## config.mk

```make
export PLATFORM = sky130hd
export DESIGN_NAME = can_rx_buffer
export DESIGN_NICKNAME = d
export VERILOG_FILES = /design/src/pkg/can_rx_pkg.sv /design/src/hw/slot_mem.sv /design/src/hw/can_rx_buffer.sv
export VERILOG_INCLUDE_DIRS = /design/src /design/src/pkg
export SDC_FILE = /design/constraint.sdc
export NUM_CORES = 1
export LEC_CHECK = 0
export ABC_AREA = 1
export BUFFER_PORTS_ARGS = -buffer_cell sky130_fd_sc_hd__buf_2
export CAP_MARGIN = 20
export CORE_UTILIZATION = 35
export DETAILED_ROUTE_END_ITERATION = 7
export PLACE_DENSITY = 0.62
export SLEW_MARGIN = 10
export SYNTH_ARGS = -nofsm -noshare
export SYNTH_HDL_FRONTEND = slang
export SYNTH_HIERARCHICAL = 1
export SYNTH_SLANG_ARGS = --single-unit
```

## constraint.sdc

```tcl
create_clock -name clk -period 7.35 [get_ports clk]
set_input_delay 1.1025 -clock clk [delete_from_list [all_inputs] [get_ports clk]]
set_output_delay 1.1025 -clock clk [all_outputs]
set_load 0.01 [all_outputs]
```

## src/pkg/can_rx_cfg.svh

```systemverilog
// constants for the receive buffering block
`ifndef CAN_RX_CFG_SVH
`define CAN_RX_CFG_SVH
`define ADDR_CTRL0    12'h000
`define ADDR_CTRL1    12'h004
`define ADDR_FLAGS    12'h008
`define ADDR_IRQEN    12'h00c
`define ADDR_MASK0    12'h010
`define ADDR_MASK1    12'h014
`define ADDR_FILT0    12'h020
`define ADDR_SLOT0    12'h100
`define ADDR_SLOT1    12'h140
`define SLOT_WORDS    4
`define CTRL_MODE_LSB 5
`define CTRL_RTR_BIT  3
`define CTRL_ROLL_BIT 2
`define FLAG_OVF_BIT  2
`define FILT_EXT_BIT  31
`define MODE_ALL      2'h0
`define MODE_STD      2'h1
`define MODE_EXT      2'h2
`define MODE_ANY      2'h3
`endif

```

## src/pkg/can_rx_pkg.sv

```systemverilog
// types for the receive buffering block
package can_rx_pkg;
   // one frame as the assembly buffer holds it
   typedef struct packed {
      logic        ext;
      logic        rtr;
      logic [3:0]  dlc;
      logic [28:0] id;
      logic [63:0] data;
   } frame_t;
   typedef enum logic [1:0] {
      IDLE  = 2'b00,
      ASSEM = 2'b01,
      MOVE  = 2'b11
   } rx_state_t;
endpackage : can_rx_pkg

```

## src/hw/slot_mem.sv

```systemverilog
// storage for the two receive slots, registered read
`timescale 1ns/1ps
module slot_mem
   import can_rx_pkg::*;
#(
   parameter int SLOTS = 2
) (
   input  wire logic        clk,
   input  wire logic        wrEn,
   input  wire logic        wrSlot,
   input  wire frame_t      wrFrame,
   input  wire logic        rdSlot,
   input  wire logic [1:0]  rdWord,
   output      logic [31:0] rdData
);
   frame_t mem [SLOTS];
   frame_t rdFrame;
   // whole frame overwritten on every load
   always_ff @(posedge clk) begin
      if (wrEn) begin
         mem[wrSlot] <= wrFrame;
      end
   end
   assign rdFrame = mem[rdSlot];
   // registered word select
   always_ff @(posedge clk) begin
      case (rdWord)
         2'h0:    rdData <= {3'h0, rdFrame.id};
         2'h1:    rdData <= {26'h0, rdFrame.ext, rdFrame.rtr, rdFrame.dlc};
         2'h2:    rdData <= rdFrame.data[31:0];
         default: rdData <= rdFrame.data[63:32];
      endcase
   end
endmodule : slot_mem

```

## src/hw/can_rx_buffer.sv

```systemverilog
// receive buffering: assembly buffer, filters, two locked slots
//
// The address map and the APB interface to the registers were chosen for this implementation.
`timescale 1ns/1ps
`include "can_rx_cfg.svh"
module can_rx_buffer
   import can_rx_pkg::*;
#(
   parameter int NFILT = 6
) (
   input  wire logic        clk,
   input  wire logic        srst,
   input  wire logic        psel,
   input  wire logic        penable,
   input  wire logic        pwrite,
   input  wire logic [11:0] paddr,
   input  wire logic [31:0] pwdata,
   output      logic [31:0] prdata,
   output      logic        pready,
   output      logic        pslverr,
   input  wire logic        frameStart,
   input  wire frame_t      frameIn,
   input  wire logic        frameDone,
   input  wire logic        frameError,
   output      logic        irq_out_n,
   output      logic        overflow
);
   ////////////////////////////////////////////////////////////////////////
   // registers
   logic [1:0]  mode [2];
   logic        rollover;
   logic [3:0]  hitInfo [2];
   logic [1:0]  full;
   logic [1:0]  irqEn;
   logic [31:0] mask [2];
   logic [31:0] filt [NFILT];
   frame_t      assembly;
   rx_state_t   state;
   logic        access;
   logic        wrReq;
   logic        rdPhase;
   logic        slotRd;
   logic [31:0] memData;
   logic [31:0] regData;
   logic        regErr;
   logic        writeFull;
   logic [1:0]  clrFull;
   ////////////////////////////////////////////////////////////////////////
   // filter matching
   logic [NFILT-1:0] hit;
   logic             endOk;
   logic             endErr;
   logic             any0;
   logic             any1;
   logic             acc0;
   logic             acc1;
   logic [2:0]       idx0;
   logic [2:0]       idx1;
   logic             load;
   logic             loadSlot;
   logic             ovfEvt;
   logic [3:0]       loadHit;

   assign endOk  = (state == ASSEM) && frameDone;
   assign endErr = (state == ASSEM) && frameError;

   // per-filter compare under its slot mask
   always_comb begin
      for (int i = 0; i < NFILT; i++) begin
         automatic int s = (i < 2) ? 0 : 1;
         automatic logic [28:0] m = mask[s][28:0];
         automatic logic fe = filt[i][`FILT_EXT_BIT];
         automatic logic idOk;
         idOk = fe ? (((assembly.id ^ filt[i][28:0]) & m) == 29'h0)
                   : (((assembly.id[10:0] ^ filt[i][10:0]) & m[10:0]) == 11'h0);
         hit[i] = idOk && (fe == assembly.ext);
         if (mode[s] == `MODE_STD && fe) hit[i] = 1'b0;
         if (mode[s] == `MODE_EXT && !fe) hit[i] = 1'b0;
         if (mode[s] == `MODE_STD && assembly.ext) hit[i] = 1'b0;
         if (mode[s] == `MODE_EXT && !assembly.ext) hit[i] = 1'b0;
      end
   end

   // lowest matching filter index per slot
   always_comb begin
      idx0 = 3'h0;
      idx1 = 3'h2;
      if (!hit[0] && hit[1]) idx0 = 3'h1;
      for (int i = NFILT - 1; i >= 2; i--) begin
         if (hit[i]) idx1 = 3'(i);
      end
   end

   // acceptance and slot choice
   always_comb begin
      any0 = (mode[0] == `MODE_ANY) ? (endOk || endErr) : (endOk && |hit[1:0]);
      any1 = (mode[1] == `MODE_ANY) ? (endOk || endErr) : (endOk && |hit[NFILT-1:2]);
      acc0 = any0 && !full[0];
      acc1 = any1 && !full[1];
      load = 1'b0;
      loadSlot = 1'b0;
      loadHit = 4'h0;
      ovfEvt = 1'b0;
      if (acc0) begin
         load = 1'b1;
         loadHit = {assembly.rtr, 3'(idx0)};
      end else if (any0 && rollover && !full[1]) begin
         load = 1'b1;
         loadSlot = 1'b1;
         loadHit = {assembly.rtr, 3'(idx0)};
      end else if (acc1) begin
         load = 1'b1;
         loadSlot = 1'b1;
         loadHit = {assembly.rtr, 3'(idx1)};
      end else if (any0 || any1) begin
         ovfEvt = 1'b1;
      end
      if (mode[0] == `MODE_ANY && !acc0 && endErr) loadHit = {assembly.rtr, 3'h0};
   end

   ////////////////////////////////////////////////////////////////////////
   // assembly state machine, always free for the next frame
   always_ff @(posedge clk) begin
      if (srst) begin
         state <= IDLE;
      end else begin
         case (state)
            IDLE:    if (frameStart) state <= ASSEM;
            ASSEM:   if (frameDone || frameError) state <= MOVE;
            MOVE:    state <= frameStart ? ASSEM : IDLE;
            default: state <= IDLE;
         endcase
      end
   end

   // capture from the protocol engine while assembling
   always_ff @(posedge clk) begin
      if (srst) begin
         assembly <= '0;
      end else if (frameStart || state == ASSEM) begin
         assembly <= frameIn;
      end
   end

   slot_mem #(
      .SLOTS(2)
   ) u_mem (
      .clk     (clk),
      .wrEn    (load),
      .wrSlot  (loadSlot),
      .wrFrame (assembly),
      .rdSlot  (paddr[6]),
      .rdWord  (paddr[3:2]),
      .rdData  (memData)
   );

   ////////////////////////////////////////////////////////////////////////
   // apb decode
   assign access    = psel && penable;
   assign wrReq     = access && pwrite && pready;
   assign slotRd    = paddr >= `ADDR_SLOT0 && paddr < `ADDR_SLOT1 + 12'h010;
   assign writeFull = wrReq && paddr == `ADDR_FLAGS;
   assign clrFull   = writeFull ? ~pwdata[1:0] : 2'b00;

   // reads of the slot store take one extra cycle
   always_ff @(posedge clk) begin
      if (srst) begin
         rdPhase <= 1'b0;
      end else begin
         rdPhase <= access && !pwrite && slotRd && !rdPhase;
      end
   end
   assign pready  = !(access && !pwrite && slotRd && !rdPhase);
   assign pslverr = access && regErr && !slotRd;

   // register read mux
   always_comb begin
      regData = 32'h0;
      regErr  = 1'b0;
      if (paddr == `ADDR_CTRL0) begin
         regData = {25'h0, mode[0], 1'b0, hitInfo[0][3], rollover, rollover, hitInfo[0][0]};
      end else if (paddr == `ADDR_CTRL1) begin
         regData = {25'h0, mode[1], 1'b0, hitInfo[1]};
      end else if (paddr == `ADDR_FLAGS) begin
         regData = {29'h0, overflow, full};
      end else if (paddr == `ADDR_IRQEN) begin
         regData = {30'h0, irqEn};
      end else if (paddr == `ADDR_MASK0) begin
         regData = mask[0];
      end else if (paddr == `ADDR_MASK1) begin
         regData = mask[1];
      end else if (paddr >= `ADDR_FILT0 && paddr < `ADDR_FILT0 + 12'(4 * NFILT)) begin
         regData = filt[paddr[4:2]];
      end else begin
         regErr = 1'b1;
      end
   end

   always_ff @(posedge clk) begin
      if (srst) begin
         prdata <= 32'h0;
      end else if (psel && !pwrite) begin
         prdata <= slotRd ? memData : regData;
      end
   end
   // read data lands with pready on slot reads
   ////////////////////////////////////////////////////////////////////////
   // configuration writes
   always_ff @(posedge clk) begin
      if (srst) begin
         mode[0]  <= `MODE_ALL;
         mode[1]  <= `MODE_ALL;
         rollover <= 1'b0;
         irqEn    <= 2'b00;
         mask[0]  <= 32'h0;
         mask[1]  <= 32'h0;
         for (int i = 0; i < NFILT; i++) filt[i] <= 32'h0;
      end else if (wrReq) begin
         if (paddr == `ADDR_CTRL0) begin
            mode[0]  <= pwdata[`CTRL_MODE_LSB +: 2];
            rollover <= pwdata[`CTRL_ROLL_BIT];
         end else if (paddr == `ADDR_CTRL1) begin
            mode[1]  <= pwdata[`CTRL_MODE_LSB +: 2];
         end else if (paddr == `ADDR_IRQEN) begin
            irqEn    <= pwdata[1:0];
         end else if (paddr == `ADDR_MASK0) begin
            mask[0]  <= pwdata;
         end else if (paddr == `ADDR_MASK1) begin
            mask[1]  <= pwdata;
         end else if (paddr >= `ADDR_FILT0 && paddr < `ADDR_FILT0 + 12'(4 * NFILT)) begin
            filt[paddr[4:2]] <= pwdata;
         end
      end
   end

   // full flags: set wins over a host clear
   always_ff @(posedge clk) begin
      if (srst) begin
         full <= 2'b00;
      end else begin
         for (int s = 0; s < 2; s++) begin
            if (load && loadSlot == 1'(s)) full[s] <= 1'b1;
            else if (clrFull[s]) full[s] <= 1'b0;
         end
      end
   end

   // overflow: write one to bit 2 clears, event wins
   always_ff @(posedge clk) begin
      if (srst) begin
         overflow <= 1'b0;
      end else if (ovfEvt) begin
         overflow <= 1'b1;
      end else if (writeFull && pwdata[`FLAG_OVF_BIT]) begin
         overflow <= 1'b0;
      end
   end

   // filter hit and remote report per slot
   always_ff @(posedge clk) begin
      if (srst) begin
         hitInfo[0] <= 4'h0;
         hitInfo[1] <= 4'h0;
      end else if (load) begin
         hitInfo[loadSlot] <= loadHit;
      end
   end

   // active low interrupt from enabled full slots
   assign irq_out_n = !(|(full & irqEn));
endmodule : can_rx_buffer

```

==> out/metrics.csv <==
metric,value,unit
synthesized area per cell,9.54,um2
Simple-Gate Fraction of Synth Area,21.2,%
mux cell area share after synthesis,0,%
Hold Path Class,flip-flop to flip-flop,
Synth Cell Area,0.0306,mm2
Sum Neg Setup Slack,0,ns
DIE AREA,0.0886,mm2
initial antenna violation count,5,
Die Height,298,um
Max IR drop VDD,0.000174,V
GRT Total Usage,21.9,%
total core area,0.0868,mm2
Adder-Cell Fraction of Synth Area,0,%
Tightest Pin Transition,1.17,ns
maxcap violations,0,
filler cell count,8537,
Initial Util,35.3,%
DR vias/cell,5.22,
share of cells above drive strength 1,11.9,%
port bufs,186,
"Async S/R FF share, synth",0,%
post-cts repair resize count,0,
vias,24100,
hold_buf cts,0,
Worst setup EP type,primary output,
layout net count,3556,
GPL Wtd Cong,0.927,
final WL,98600,um
P&R area growth vs syn,15.0,%
Synth Area in Compound Gates,9.84,%
Die Wd,298,um
clk sink count,700,
detailed-route DRC error count,0,
# setup viols final,0,
Leakage,14.0,nW
H-tree lvl count,3,
Synth Warn #,6,
Hold Fails Final Rpt,0,
Mapped Cells,3209,
largest family of logic cells by synthesized area,simple AND/OR/NAND/NOR gates,
sequential-to-total area share from yosys stat,63.0,%
status,"finished, final reports clean",
crit-path max FO,63,
wire per inst,21.3,um
Yosys cell types,43,
Post-CTS Setup Inserts,0,
logic gate share of total power,7.6,%
Tmin final,4.63,ns
TritonRoute pass-1 iters,6,
DR iter-0 viols,3019,
sequential power share,50.6,%
PD cells,262,mW/mm2
Post-DP HPWL,67700,um
clock-pin slew on the worst setup and hold paths,0.06,ns
first-pass GRT wire length,145000,um
CTS tree,built,
Longest Clk Path Bufs,3,
Final Max Slew Viols,0,
vias in the first global route,22500,
worst skew pair latency,0.63,ns
P_sw,2.28,mW
RSZ-0062 raised after global routing,false,
# IOs,187,
Synth Register Bits,700,
Post-Synth XOR/XNOR Area,0.486,%
Final Power,9.22,mW
Clock Skew,0.0284,ns
switching part of the total,24.7,%
count of flip-flops with a built-in enable after synthesis,528,
Fmax achieved,216,MHz
startpoint types,primary input,
Setup CP Type,primary input to primary output,
Rows,108,
post-route ant nets,0,
total grt overflow,0,
clock power share,41.8,%
Required @ worst endpoint,6.25,ns
Post-synth top flop,edfxtp_1,
Relative slew margins,22.2,%
Num CTS Buffers,76,
worst path arrival time,3.52,ns
Multi-input gate area,0.00993,mm2
internal power,6.95,mW
Clock Tree Root,clkbuf_16,
fin crit share,62.9,%
Seq. cell area,0.0193,mm2
pin count of the biggest net entering global routing,82,
-- synth_stat cells, types with 10 or more instances --
| library cell | instances | area (um2) |
|---|---|---|
| buf_2 | 58 | 290 |
| nand2_1 | 697 | 2620 |
| o22ai_1 | 132 | 826 |
| o21ai_0 | 233 | 1170 |
| or2_2 | 33 | 206 |
| inv_2 | 15 | 56.3 |
| nor2_1 | 595 | 2230 |
| nand3_1 | 181 | 906 |
| o2111ai_1 | 24 | 210 |
| edfxtp_1 | 528 | 15900 |
| buf_6 | 13 | 146 |
| xor2_1 | 15 | 131 |
| buf_4 | 16 | 120 |
| dfxtp_1 | 172 | 3440 |
| inv_1 | 206 | 773 |
| o221ai_1 | 10 | 87.6 |
| nand4_1 | 21 | 131 |
| o21ai_1 | 11 | 55.1 |
| nor3_1 | 10 | 50.1 |
| clkbuf_1 | 68 | 255 |
| a21oi_1 | 94 | 470 |
| o211ai_1 | 13 | 97.6 |
-- worst max-delay path, stage by stage --
cell and delay, ns:
buf_2 0.24, inv_2 0.12, nand2_4 0.71, inv_2 0.20, nand3_1 0.20, inv_2 0.08
nor2_1 0.12, inv_1 0.07, nor2_1 0.18, nand2_1 0.09, nor3_1 0.21, buf_2 0.18
-- flip-flops by register name (all words and copies together), names as in the netlist --
signal        count
prdata           32
rdPhase           1
filt            256
mask             64
full              2
overflow          1
irqEn             2
assembly         99
u_mem/rdData     32
mode              4
rollover          1
hitInfo           6
state             2
u_mem/mem       198
-- power by group through the flow --
stage / Sequential [mW] / Clock [mW] / Combinational (mW)
after floorplan: 4.64 / 0 / 0.476
after global placement: 4.73 / 0 / 0.696
after detailed placement: 4.74 / 0 / 0.701
after CTS: 4.66 / 3.90 / 0.705
after global routing: 4.69 / 4.04 / 0.779
final: 4.66 / 3.86 / 0.705
-- per-stage QoR --
step	instance area, um2	instances	hold WS (ns)	setup WS, ns	util [%]
2_1_floorplan	30800	3272	0.420	0.699	-
3_3_place_gp	32700	4482	0.432	2.74	37.7
3_5_place_dp	32700	4482	0.436	2.74	37.7
4_1_cts	35200	4624	0.451	2.72	40.6
5_1_grt	35200	4624	0.466	2.53	40.6
6_report	35200	4625	0.443	2.72	40.6
-- worst paths after layout --
kind / from / to / slack (ns) / depth (start not counted)
max reg2reg: assembly[80] / u_mem/mem[1][23] / 3.14 / 17
max: paddr[2] / pslverr / 2.72 / 12
min reg2reg: assembly[30] / u_mem/mem[0][30] / 0.44 / 0
min: assembly[30] / u_mem/mem[0][30] / 0.44 / 0
-- cell usage in the layout (no fill, tap or decap), types with 14 or more instances in the layout --
cell type  Yosys  final
nor2_1       595    592
edfxtp_1     528    528
nand4_1       21     21
o22ai_1      132    132
clkbuf_1      68     17
or2_2         33     33
buf_4         16     31
conb_1         1     64
inv_1        206    204
clkinv_2       0     14
nand2_1      697    697
dfxtp_1      172    172
clkbuf_16      0     80
buf_2         58    185
xor2_1        15     15
a21oi_1       94     94
o2111ai_1     24     24
o21ai_0      233    232
nand3_1      181    181
inv_2         15     14
-- cell type report --
type | instances | share of cell area [%]
clock inverters | 39 | 1.05
repair buffers | 217 | 3.35
multi-input cells | 2189 | 28.2
clock buffers | 103 | 6.10
flip-flops and latches | 700 | 54.8
inverters | 221 | 2.37
well taps | 1155 | 4.10
diodes | 1 | 0.00711
-- kinds of logic after synthesis --
logic type      count (synthesis)
compound gates                529
xor+xnor                       17
buf+inv                       383
flops                         700
other cells                     1
simple gates                 1579
-- metal layers --
layer / routed length [um] / global-route usage [%]
met1: 42000 / 30.8
met2: 44800 / 34.7
met3: 10000 / 4.37
met4: 1830 / 5.52
met5: 33 / 0
Power figures use the tool's default switching activity.
